--- config.mk ---
export PLATFORM = sky130hd
export DESIGN_NAME = snfe_front
export DESIGN_NICKNAME = d
export VERILOG_FILES = /design/src/core/snfe_pkg.sv /design/src/core/snfe_fifo_if.sv /design/src/core/snfe_buf.sv /design/src/core/snfe_front.sv
export SDC_FILE = /design/constraint.sdc
export NUM_CORES = 1
export LEC_CHECK = 0
export BUFFER_PORTS_ARGS = -buffer_cell sky130_fd_sc_hd__buf_2
export CAP_MARGIN = 10
export CORE_MARGIN = 4
export CORE_UTILIZATION = 49
export CTS_CLUSTER_DIAMETER = 150
export DETAILED_ROUTE_END_ITERATION = 10
export GPL_TIMING_DRIVEN = 0
export PLACE_DENSITY = 0.69
export SYNTH_ARGS = -nofsm -noshare
export SYNTH_HDL_FRONTEND = slang
export SYNTH_SLANG_ARGS = --single-unit
--- constraint.sdc ---
create_clock -name core_clk -period 3.64 [get_ports core_clk]
set_input_delay 0.91 -clock core_clk [delete_from_list [all_inputs] [get_ports core_clk]]
set_output_delay 0.91 -clock core_clk [all_outputs]
set_load 0.01 [all_outputs]
--- src/core/snfe_pkg.sv ---
`default_nettype none
package snfe_pkg;

  // ----------------------------------------------------------------
  // array geometry
  // ----------------------------------------------------------------
  localparam int unsigned MAIN_BYTES = 2048;
  localparam int unsigned SPARE_BYTES = 128;
  localparam logic [11:0] PAGE_BYTES = 12'(MAIN_BYTES + SPARE_BYTES);
  localparam int unsigned BLOCKS = 512;
  localparam int unsigned PAGES_PER_BLOCK = 64;
  localparam logic [15:0] ROW_MASK = 16'(BLOCKS * PAGES_PER_BLOCK - 1);

  // ----------------------------------------------------------------
  // instruction codes
  // ----------------------------------------------------------------
  localparam logic [7:0] OP_FEAT_RD = 8'h0F;
  localparam logic [7:0] OP_FEAT_WR = 8'h1F;
  localparam logic [7:0] OP_PAGE_READ = 8'h13;
  localparam logic [7:0] OP_PROG_EXEC = 8'h10;
  localparam logic [7:0] OP_BLK_ERASE = 8'hD8;
  localparam logic [7:0] OP_DEV_RESET = 8'hFF;
  localparam logic [7:0] OP_RD_X1 = 8'h03;
  localparam logic [7:0] OP_RD_X2 = 8'h3B;
  localparam logic [7:0] OP_RD_X4 = 8'h6B;
  localparam logic [7:0] OP_LD_X1 = 8'h02;
  localparam logic [7:0] OP_LD_X4 = 8'h32;

  // ----------------------------------------------------------------
  // feature register kept in the front end, plus link and buffer constants
  // ----------------------------------------------------------------
  localparam logic [7:0] CFG_ADDR = 8'hB0;
  localparam int unsigned QUAD_BIT = 0;
  localparam logic [7:0] CFG_RST = 8'h00;
  localparam logic [7:0] FILL_BYTE = 8'hFF;
  localparam logic [3:0] BYTE_BITS = 4'h8;
  localparam logic [3:0] LANES_OFF = 4'hF;
  localparam int unsigned BUF_DEPTH = 2;
  localparam int unsigned BUF_WIDTH = 8;

  // ----------------------------------------------------------------
  // types
  // ----------------------------------------------------------------
  typedef enum logic [1:0] {LW_X1, LW_X2, LW_X4} snfe_lw_t;
  typedef enum logic [2:0] {K_BAD, K_NONE, K_ROW, K_FRD, K_FWR, K_RD, K_LD} snfe_kind_t;
  typedef enum logic [2:0] {S_IDLE, S_OPC, S_ADDR, S_DUMMY, S_DIN, S_DOUT, S_DONE} snfe_st_t;

  typedef struct packed {
    snfe_kind_t kind;
    logic [1:0] nbytes;
    snfe_lw_t lw;
    logic quad;
  } snfe_info_t;

endpackage : snfe_pkg
`default_nettype wire

--- src/core/snfe_fifo_if.sv ---
`default_nettype none
interface snfe_fifo_if;
  logic in_valid;
  logic in_ready;
  logic [7:0] in_data;
  logic out_valid;
  logic out_ready;
  logic [7:0] out_data;

  modport fifo (
    input in_valid,
    input in_data,
    input out_ready,
    output in_ready,
    output out_valid,
    output out_data
  );
  modport user (
    output in_valid,
    output in_data,
    output out_ready,
    input in_ready,
    input out_valid,
    input out_data
  );
endinterface : snfe_fifo_if
`default_nettype wire

--- src/core/snfe_buf.sv ---
`default_nettype none
module snfe_buf (
  // clock and reset
  input wire logic core_clk,
  input wire logic arst_n,
  // both sides of the buffer
  snfe_fifo_if.fifo f
);

  typedef struct packed {
    logic [snfe_pkg::BUF_DEPTH-1:0][snfe_pkg::BUF_WIDTH-1:0] mem;
    logic wp;
    logic rp;
    logic [1:0] cnt;
  } snfe_buf_st_t;

  snfe_buf_st_t s_q;
  snfe_buf_st_t s_d;
  logic push;
  logic pull;

  // ----------------------------------------------------------------
  // handshakes
  // ----------------------------------------------------------------
  assign f.in_ready = (s_q.cnt != 2'(snfe_pkg::BUF_DEPTH));
  assign f.out_valid = (s_q.cnt != 2'h0);
  assign f.out_data = s_q.mem[s_q.rp];
  assign push = f.in_valid & f.in_ready;
  assign pull = f.out_valid & f.out_ready;

  // pointer and count update; push and pull may share a cycle
  always_comb begin
    s_d = s_q;
    if (push) begin
      s_d.mem[s_q.wp] = f.in_data;
      s_d.wp = ~s_q.wp;
    end
    if (pull) begin
      s_d.rp = ~s_q.rp;
    end
    s_d.cnt = s_q.cnt + 2'(push) - 2'(pull);
  end

  always_ff @(posedge core_clk or negedge arst_n) begin
    if (!arst_n) begin
      s_q <= '0;
    end else begin
      s_q <= s_d;
    end
  end

endmodule : snfe_buf
`default_nettype wire

--- src/core/snfe_front.sv ---
// How it works
// - single lane: input bits on lane zero, taken on each rising link clock edge
// - single lane: output bit on lane one, updated after each falling edge
// - clock idle level at select edges may be low (mode 0) or high (mode 3)
// - dual instructions move data two bits per edge on lanes zero and one
// - quad instructions move data four bits per edge on lanes zero to three
// - quad instructions are ignored unless the quad lane enable bit is set
// - select high floats every lane; select low accepts instructions
// - deselect never aborts an internal operation already handed to the core
// - after reset, a high to low select transition is needed before any instruction
// - lane zero is input for commands and address, output when returning data at dual or quad width
// - column address spans 2176 bytes, 2048 main plus 128 spare
// - row address selects one of 512 x 64 = 32768 pages
// - pause pin low with clock low freezes the link and floats outputs, while the quad lane enable bit is clear
// - feature read and write carry a one-byte register address
`default_nettype none
module snfe_front (
  // clock and reset
  input wire logic core_clk,
  input wire logic arst_n,
  // serial link pins
  input wire logic sclk,
  input wire logic cs_n,
  input wire logic [3:0] lane_in,
  output logic [3:0] lane_out,
  output logic [3:0] lane_oe_n,
  // decoded instruction towards the core
  output logic cmd_valid,
  output logic [7:0] cmd_code,
  output logic [15:0] cmd_row,
  output logic [11:0] cmd_col,
  // program data towards the core
  output logic prog_valid,
  output logic [7:0] prog_data,
  // feature register access
  output logic feat_wr_valid,
  output logic [7:0] feat_addr,
  output logic [7:0] feat_wr_data,
  input wire logic [7:0] feat_rd_data,
  output logic quad_lane_enable,
  // read data from the core
  input wire logic rd_valid,
  output logic rd_ready,
  input wire logic [7:0] rd_data
);

  // ----------------------------------------------------------------
  // state
  // ----------------------------------------------------------------
  typedef struct packed {
    logic cs_s1;
    logic cs_s2;
    logic cs_p;
    logic ck_s1;
    logic ck_s2;
    logic ck_p;
    logic [3:0] ln_s1;
    logic [3:0] ln_s2;
    snfe_pkg::snfe_st_t st;
    snfe_pkg::snfe_lw_t lw;
    logic [7:0] op;
    logic [7:0] sh;
    logic [3:0] bits;
    logic [1:0] nbyte;
    logic [15:0] addr;
    logic [7:0] out_sh;
    logic [3:0] drv;
    logic [3:0] oe_n;
    logic paused;
    logic [7:0] cfg;
    logic cmd_v;
    logic [7:0] cmd_code;
    logic [15:0] row;
    logic [11:0] col;
    logic prog_v;
    logic [7:0] prog_d;
    logic fw_v;
    logic [7:0] fa;
    logic [7:0] fd;
  } snfe_front_st_t;

  snfe_front_st_t s_q;
  snfe_front_st_t s_d;
  logic pop;

  // ----------------------------------------------------------------
  // helpers
  // ----------------------------------------------------------------
  function automatic snfe_pkg::snfe_info_t decode(input logic [7:0] op);
    snfe_pkg::snfe_info_t i;
    i = '{kind: snfe_pkg::K_BAD, nbytes: 2'h0, lw: snfe_pkg::LW_X1, quad: 1'b0};
    unique case (op)
      snfe_pkg::OP_FEAT_RD: i = '{snfe_pkg::K_FRD, 2'h1, snfe_pkg::LW_X1, 1'b0};
      snfe_pkg::OP_FEAT_WR: i = '{snfe_pkg::K_FWR, 2'h1, snfe_pkg::LW_X1, 1'b0};
      snfe_pkg::OP_PAGE_READ,
      snfe_pkg::OP_PROG_EXEC,
      snfe_pkg::OP_BLK_ERASE: i = '{snfe_pkg::K_ROW, 2'h3, snfe_pkg::LW_X1, 1'b0};
      snfe_pkg::OP_DEV_RESET: i = '{snfe_pkg::K_NONE, 2'h0, snfe_pkg::LW_X1, 1'b0};
      snfe_pkg::OP_RD_X1: i = '{snfe_pkg::K_RD, 2'h2, snfe_pkg::LW_X1, 1'b0};
      snfe_pkg::OP_RD_X2: i = '{snfe_pkg::K_RD, 2'h2, snfe_pkg::LW_X2, 1'b0};
      snfe_pkg::OP_RD_X4: i = '{snfe_pkg::K_RD, 2'h2, snfe_pkg::LW_X4, 1'b1};
      snfe_pkg::OP_LD_X1: i = '{snfe_pkg::K_LD, 2'h2, snfe_pkg::LW_X1, 1'b0};
      snfe_pkg::OP_LD_X4: i = '{snfe_pkg::K_LD, 2'h2, snfe_pkg::LW_X4, 1'b1};
      default: i = '{snfe_pkg::K_BAD, 2'h0, snfe_pkg::LW_X1, 1'b0};
    endcase
    return i;
  endfunction

  // bits moved per link clock edge for a lane width
  function automatic logic [3:0] lane_step(input snfe_pkg::snfe_lw_t lw);
    unique case (lw)
      snfe_pkg::LW_X1: return 4'h1;
      snfe_pkg::LW_X2: return 4'h2;
      snfe_pkg::LW_X4: return 4'h4;
      default: return 4'h1;
    endcase
  endfunction

  // column advance wraps at the end of the spare area
  function automatic logic [11:0] next_col(input logic [11:0] c);
    return (c == snfe_pkg::PAGE_BYTES - 12'h001) ? 12'h000 : c + 12'h001;
  endfunction

  // ----------------------------------------------------------------
  // read data buffer
  // ----------------------------------------------------------------
  snfe_fifo_if fif ();

  assign fif.in_valid = rd_valid;
  assign fif.in_data = rd_data;
  assign fif.out_ready = pop;
  assign rd_ready = fif.in_ready;

  // two entries let the core refill while a byte is still shifting out
  snfe_buf u_buf (
    .core_clk(core_clk),
    .arst_n(arst_n),
    .f(fif.fifo)
  );

  // ----------------------------------------------------------------
  // next state
  // ----------------------------------------------------------------
  always_comb begin
    logic rise;
    logic fall;
    logic cs_fall;
    logic [3:0] step;
    logic [3:0] bits_nxt;
    logic done;
    logic [7:0] byte_in;
    logic [7:0] cur;
    logic [7:0] fresh;
    logic [11:0] raw_col;
    snfe_pkg::snfe_info_t info;
    snfe_pkg::snfe_info_t cur_info;
    s_d = s_q;
    pop = 1'b0;
    s_d.cmd_v = 1'b0;
    s_d.prog_v = 1'b0;
    s_d.fw_v = 1'b0;
    // pin synchronisers; only the second stage and its delayed copy are looked at
    s_d.cs_s1 = cs_n;
    s_d.cs_s2 = s_q.cs_s1;
    s_d.cs_p = s_q.cs_s2;
    s_d.ck_s1 = sclk;
    s_d.ck_s2 = s_q.ck_s1;
    s_d.ck_p = s_q.ck_s2;
    s_d.ln_s1 = lane_in;
    s_d.ln_s2 = s_q.ln_s1;
    // edges are found on the sampled clock, so either idle level works
    rise = s_q.ck_s2 & ~s_q.ck_p;
    fall = ~s_q.ck_s2 & s_q.ck_p;
    cs_fall = ~s_q.cs_s2 & s_q.cs_p;
    step = lane_step(s_q.lw);
    bits_nxt = s_q.bits + step;
    done = (bits_nxt == snfe_pkg::BYTE_BITS);
    unique case (s_q.lw)
      snfe_pkg::LW_X2: byte_in = {s_q.sh[5:0], s_q.ln_s2[1:0]};
      snfe_pkg::LW_X4: byte_in = {s_q.sh[3:0], s_q.ln_s2[3:0]};
      default: byte_in = {s_q.sh[6:0], s_q.ln_s2[0]};
    endcase
    info = decode(byte_in);
    cur_info = decode(s_q.op);
    raw_col = {s_q.addr[3:0], byte_in};
    fresh = snfe_pkg::FILL_BYTE;
    cur = s_q.out_sh;
    if (s_q.cs_s2) begin
      // deselected: float, drop any partial instruction
      s_d.oe_n = snfe_pkg::LANES_OFF;
      s_d.paused = 1'b0;
      s_d.bits = 4'h0;
      s_d.st = snfe_pkg::S_IDLE;
    end else if (s_q.st == snfe_pkg::S_IDLE) begin
      // a low select seen without a preceding high never starts a frame
      if (cs_fall) begin
        s_d.st = snfe_pkg::S_OPC;
        s_d.lw = snfe_pkg::LW_X1;
        s_d.bits = 4'h0;
      end
    end else begin
      // the pause pin changes state only while the clock is low
      if (!s_q.cfg[snfe_pkg::QUAD_BIT] && !s_q.ck_s2) begin
        s_d.paused = ~s_q.ln_s2[3];
      end
      if (s_q.paused) begin
        s_d.oe_n = snfe_pkg::LANES_OFF;
      end else begin
        unique case (s_q.st)
          snfe_pkg::S_OPC: begin
            if (rise) begin
              s_d.sh = byte_in;
              s_d.bits = bits_nxt;
              if (done) begin
                s_d.op = byte_in;
                s_d.bits = 4'h0;
                s_d.nbyte = 2'h0;
                if (info.kind == snfe_pkg::K_BAD) begin
                  s_d.st = snfe_pkg::S_DONE;
                end else if (info.quad && !s_q.cfg[snfe_pkg::QUAD_BIT]) begin
                  s_d.st = snfe_pkg::S_DONE;
                end else if (info.kind == snfe_pkg::K_NONE) begin
                  s_d.cmd_v = 1'b1;
                  s_d.cmd_code = byte_in;
                  s_d.st = snfe_pkg::S_DONE;
                end else begin
                  s_d.st = snfe_pkg::S_ADDR;
                end
              end
            end
          end
          snfe_pkg::S_ADDR: begin
            if (rise) begin
              s_d.sh = byte_in;
              s_d.bits = bits_nxt;
              if (done) begin
                s_d.bits = 4'h0;
                s_d.addr = {s_q.addr[7:0], byte_in};
                s_d.nbyte = s_q.nbyte + 2'h1;
                if (s_q.nbyte + 2'h1 == cur_info.nbytes) begin
                  s_d.cmd_code = s_q.op;
                  unique case (cur_info.kind)
                    snfe_pkg::K_ROW: begin
                      // handed over whole; a later deselect does not cancel it
                      s_d.row = {s_q.addr[7:0], byte_in} & snfe_pkg::ROW_MASK;
                      s_d.cmd_v = 1'b1;
                      s_d.st = snfe_pkg::S_DONE;
                    end
                    snfe_pkg::K_FRD: begin
                      s_d.fa = byte_in;
                      s_d.st = snfe_pkg::S_DOUT;
                    end
                    snfe_pkg::K_FWR: begin
                      s_d.fa = byte_in;
                      s_d.st = snfe_pkg::S_DIN;
                    end
                    snfe_pkg::K_RD: begin
                      s_d.col = (raw_col < snfe_pkg::PAGE_BYTES) ? raw_col : 12'h000;
                      s_d.cmd_v = 1'b1;
                      s_d.st = snfe_pkg::S_DUMMY;
                    end
                    default: begin
                      s_d.col = (raw_col < snfe_pkg::PAGE_BYTES) ? raw_col : 12'h000;
                      s_d.cmd_v = 1'b1;
                      s_d.lw = cur_info.lw;
                      s_d.st = snfe_pkg::S_DIN;
                    end
                  endcase
                end
              end
            end
          end
          snfe_pkg::S_DUMMY: begin
            // one dummy byte gives the core time to fill the buffer
            if (rise) begin
              s_d.bits = bits_nxt;
              if (done) begin
                s_d.bits = 4'h0;
                s_d.lw = cur_info.lw;
                s_d.st = snfe_pkg::S_DOUT;
              end
            end
          end
          snfe_pkg::S_DIN: begin
            if (rise) begin
              s_d.sh = byte_in;
              s_d.bits = bits_nxt;
              if (done) begin
                s_d.bits = 4'h0;
                if (cur_info.kind == snfe_pkg::K_FWR) begin
                  s_d.fw_v = 1'b1;
                  s_d.fd = byte_in;
                  if (s_q.fa == snfe_pkg::CFG_ADDR) begin
                    s_d.cfg = byte_in;
                  end
                  s_d.st = snfe_pkg::S_DONE;
                end else begin
                  s_d.prog_v = 1'b1;
                  s_d.prog_d = byte_in;
                  s_d.col = next_col(s_q.col);
                end
              end
            end
          end
          snfe_pkg::S_DOUT: begin
            // output moves only after a falling edge, stable for the next rise
            if (fall) begin
              if (cur_info.kind == snfe_pkg::K_FRD) begin
                fresh = (s_q.fa == snfe_pkg::CFG_ADDR) ? s_q.cfg : feat_rd_data;
              end else if (fif.out_valid) begin
                fresh = fif.out_data;
              end
              if (s_q.bits == 4'h0) begin
                cur = fresh;
                if (cur_info.kind == snfe_pkg::K_RD) begin
                  pop = fif.out_valid;
                  s_d.col = next_col(s_q.col);
                end
              end
              unique case (s_q.lw)
                snfe_pkg::LW_X2: begin
                  s_d.drv = {2'b00, cur[7:6]};
                  s_d.oe_n = 4'b1100;
                end
                snfe_pkg::LW_X4: begin
                  s_d.drv = cur[7:4];
                  s_d.oe_n = 4'b0000;
                end
                default: begin
                  s_d.drv = {2'b00, cur[7], 1'b0};
                  s_d.oe_n = 4'b1101;
                end
              endcase
              s_d.out_sh = cur << step;
              s_d.bits = done ? 4'h0 : bits_nxt;
            end
          end
          default: begin
          end
        endcase
      end
    end
  end

  always_ff @(posedge core_clk or negedge arst_n) begin
    if (!arst_n) begin
      s_q <= '0;
      s_q.oe_n <= snfe_pkg::LANES_OFF;
      s_q.cfg <= snfe_pkg::CFG_RST;
    end else begin
      s_q <= s_d;
    end
  end

  // ----------------------------------------------------------------
  // outputs
  // ----------------------------------------------------------------
  assign lane_out = s_q.drv;
  assign lane_oe_n = s_q.oe_n;
  assign cmd_valid = s_q.cmd_v;
  assign cmd_code = s_q.cmd_code;
  assign cmd_row = s_q.row;
  assign cmd_col = s_q.col;
  assign prog_valid = s_q.prog_v;
  assign prog_data = s_q.prog_d;
  assign feat_wr_valid = s_q.fw_v;
  assign feat_addr = s_q.fa;
  assign feat_wr_data = s_q.fd;
  assign quad_lane_enable = s_q.cfg[snfe_pkg::QUAD_BIT];

endmodule : snfe_front
`default_nettype wire

==> results.toml <==
[grt]
antenna_found_initial = 0
grt_pass1_vias = 6892
grtUsageTotal = 0.234
grt_pass1_wl_mm = 36.4
overflow = 0
grt_max_degree = 101

[power_and_ir_drop]
p_per_area_nw_per_um2 = 501
max-vdd-ir-drop_mv = 0.316
fin_total_pwr_mw = 4.98
leakagePower_nw = 4.56

[logic_synthesis]
synth_top_area_share = 0.445
synthTopCellsByArea = "dfrtp_1, buf_4, o21ai_0, nand2_1, mux2_2"
netlist_instances = 876
yosys_register_bits = 153
syn_avg_cell_area_sq_um = 9.64
yosys_warnings = 0
synth_top_area_cell = "dfrtp_1"
synth_edf_count = 0
synth_async_sr_flop_share = 1.00
synthesis.area_sq_um = 8440
syn-num-nets = 912
synth_ff_type = "dfrtp_1"
yosysSeqAreaShare = 0.454
synth_cell_types = 80

[clocking]
cts_hold_buf = 0
clk_pin_slew_worst_paths_ns = 0.06
clock_path_buffers = 2
cts_htree_levels = 4
cts_buffers = 17
clkSinkCount = 153
clk_latency_ns = 0.43
cts_root_buf = "clkbuf_16"
tritoncts = "done"

[cells_and_area]
ff_latch_area_sq_um = 3830
drive_above_1_share = 0.283
finalInstanceArea_sq_um = 9950
multi_input_area_sq_um = 3910
area_growth_pct = 17.9
layout_commonest_cell = "dfrtp_1"
layout_common_cells = "dfrtp_1, nand2_1, buf_2, o21ai_0, buf_4"
fin_nets = 1032
antennaDiodeCount = 0
final.fill_count = 1500

[timing]
min_period_over_period = 0.957
fin_skew_ns = 0.00680
period_needed_ns = 3.48
setup_viol = 0
worstMarginPinSlew_ns = 1.04
slew_viol_final = 0
fmaxAchievable_mhz = 287
hold_viol = 0
rsz0062_at_grt = "no"
relSlewSlack = 0.302
setup_ws_ns = 0.155

[detailed_routing]
wl_met1_mm = 10.2
routed_wl_mm = 22.2
maxUsedRoutingLayer = "met4"
first_pass_iters = 5
num_vias = 7147
ant_nets = 0
drtIter0Drc = 682
route.detailed.drc = 0
met2_length_mm = 9.89
viasPerCell = 5.82
wl_met3_mm = 1.57
wire_per_inst_um = 18.0

[placement]
io_buffers = 96
dpl_cell_area_sq_um = 9240
place_hpwl_mm = 15.9
pre_cts_slack_ns = -0.390
routabilityCongestion = 0.949

[min_path]
hp-class = "flop to flop"
min_path_cells = 0
holdCritStartpoint = "s_d[132]$_DFF_PN0_"
min_to = "s_q[132]$_DFF_PN0_"

[flow_run]
maxCapViolCount = 0

[critical_path]
crit_path_end_kind = "flop"
r2r_setup_slack_ns = 0.16
path_max_fanout = 10
critPathArrivalTime_ns = 3.80
crit_start = "s_q[126]$_DFFE_PN0P_"
rr_worst_depth = 11
worstReg2RegEnd = "cmd_row[11]$_DFFE_PN0P_"
worstSetupPathType = "flop to flop"
cp.required_ns = 3.95
r2r-start = "s_q[126]$_DFFE_PN0P_"
start_kind = "flop"

[die]
initial_utilization = 0.504
die_x_um = 139
die_h_um = 139
dieArea_sq_um = 19400
ios = 98
core-area_sq_um = 16800
row_count = 47

[status]
status = "completed"
## final cells by class
| type | count | area share |
|---|---|---|
| Sequential cell | 153 | 0.385 |
| Timing Repair Buffer | 102 | 0.0552 |
| Tap cell | 220 | 0.0277 |
| Clock inverter | 14 | 0.0187 |
| Buffer | 114 | 0.0714 |
| Inverter | 15 | 0.00566 |
| Multi-Input combinational cell | 593 | 0.393 |
| Clock buffer | 18 | 0.0431 |
## worst max-delay path: stages, from the launching register on
cell and delay (ns):
dfrtp_1 0.41, inv_2 0.11, ha_4 0.22, ha_1 0.20, fa_1 0.50, nor4b_2 0.27
o211a_1 0.24, nand2_1 0.24, nor2_1 0.30, o2111ai_2 0.27, buf_4 0.30, mux2_4 0.30
## stage by stage
step	hold slack, ns	setup TNS [ns]	utilization	cells
2_1_floorplan	0.331	0	-	876
3_3_place_gp	0.332	-91.55	0.549	1192
3_5_place_dp	0.336	-6.18	0.551	1193
4_1_cts	0.350	0	0.593	1230
5_1_grt	0.355	0	0.594	1229
6_report	0.346	0	0.594	1229
## state kept, by name, summed over array words and instances (netlist names), 3 cells and up
| signal | cells |
|---|---|
| cmd_code | 8 |
| cmd_col | 12 |
| cmd_row | 15 |
| feat_addr | 8 |
| feat_wr_data | 8 |
| lane_oe_n | 3 |
| lane_out | 4 |
| prog_data | 8 |
| s_d | 8 |
| s_q | 55 |
| u_buf.s_q | 20 |
## how the worst max path moves through the flow
stage	to	slack (ns)	depth (start not counted)
after floorplan	cmd_col[5]$_DFFE_PN0P_	0.34	13
after global placement	u_buf.s_q[9]$_DFFE_PN0P_	-0.57	1
after detailed placement	s_q[69]$_DFFE_PN0P_	-0.39	12
after CTS	cmd_col[11]$_DFFE_PN0P_	0.04	14
after global routing	cmd_col[9]$_DFFE_PN0P_	0.01	14
final	cmd_row[11]$_DFFE_PN0P_	0.16	11
## cell usage after synthesis, drive strengths merged (3+ instances only)
library cell and number:
dfstp 3, ha 10, a22oi 11, a21o 7, xor2 3, or4 7, o211ai 5, nand2 105
o31ai 13, nand2b 8, inv 15, or2 6, nor2 56, buf 85, a31oi 7, a211oi 7
dfrtp 150, nor4 11, xnor2 5, a2111oi 3, nand3b 6, o21a 10, nand3 11, a21oi 24
nor2b 8, mux2i 26, nor4b 5, nor3 22, a22o 3, o32a 4, o21ai 98, a221o 7
nand4 14, or3 5, and3 10, clkbuf 30, nor3b 7, mux2 34, and2 3, o22a 5
## power breakdown
part	internal, mW	switching [mW]	leakage (nW)
Sequential	1.87	0.101	2.01
Clock	1.10	0.756	0.288
Combinational	0.452	0.707	2.26
Total	3.42	1.56	4.56
## metal layers
metal / global-route usage / vias up
li1: - / 3339
met1: 0.343 / 3482
met2: 0.346 / 283
met3: 0.0501 / 43
met4: 0.0808 / 0
met5: 0 / -
## kinds of logic after synthesis
logic type               count (synthesis)  share of synthesized area
flip-flops                             153                      0.454
other                                    1                   0.000444
adder cells (fa/ha/maj)                 11                     0.0172
XOR/XNOR                                 8                    0.00830
AND/OR/NAND/NOR                        289                      0.173
buffers and inverters                  130                     0.0907
multiplexers                            60                     0.0789
AO/OA/AOI/OAI                          224                      0.178
## repair_timing
action                     in CTS  in global routing
gates resized for setup        10                  6
gates cloned                    1                  0
pin swaps                       3                  0
buffers inserted                4                  0
setup endpoints to repair      28                 42
No activity file was read; power rests on OpenSTA's default activity.
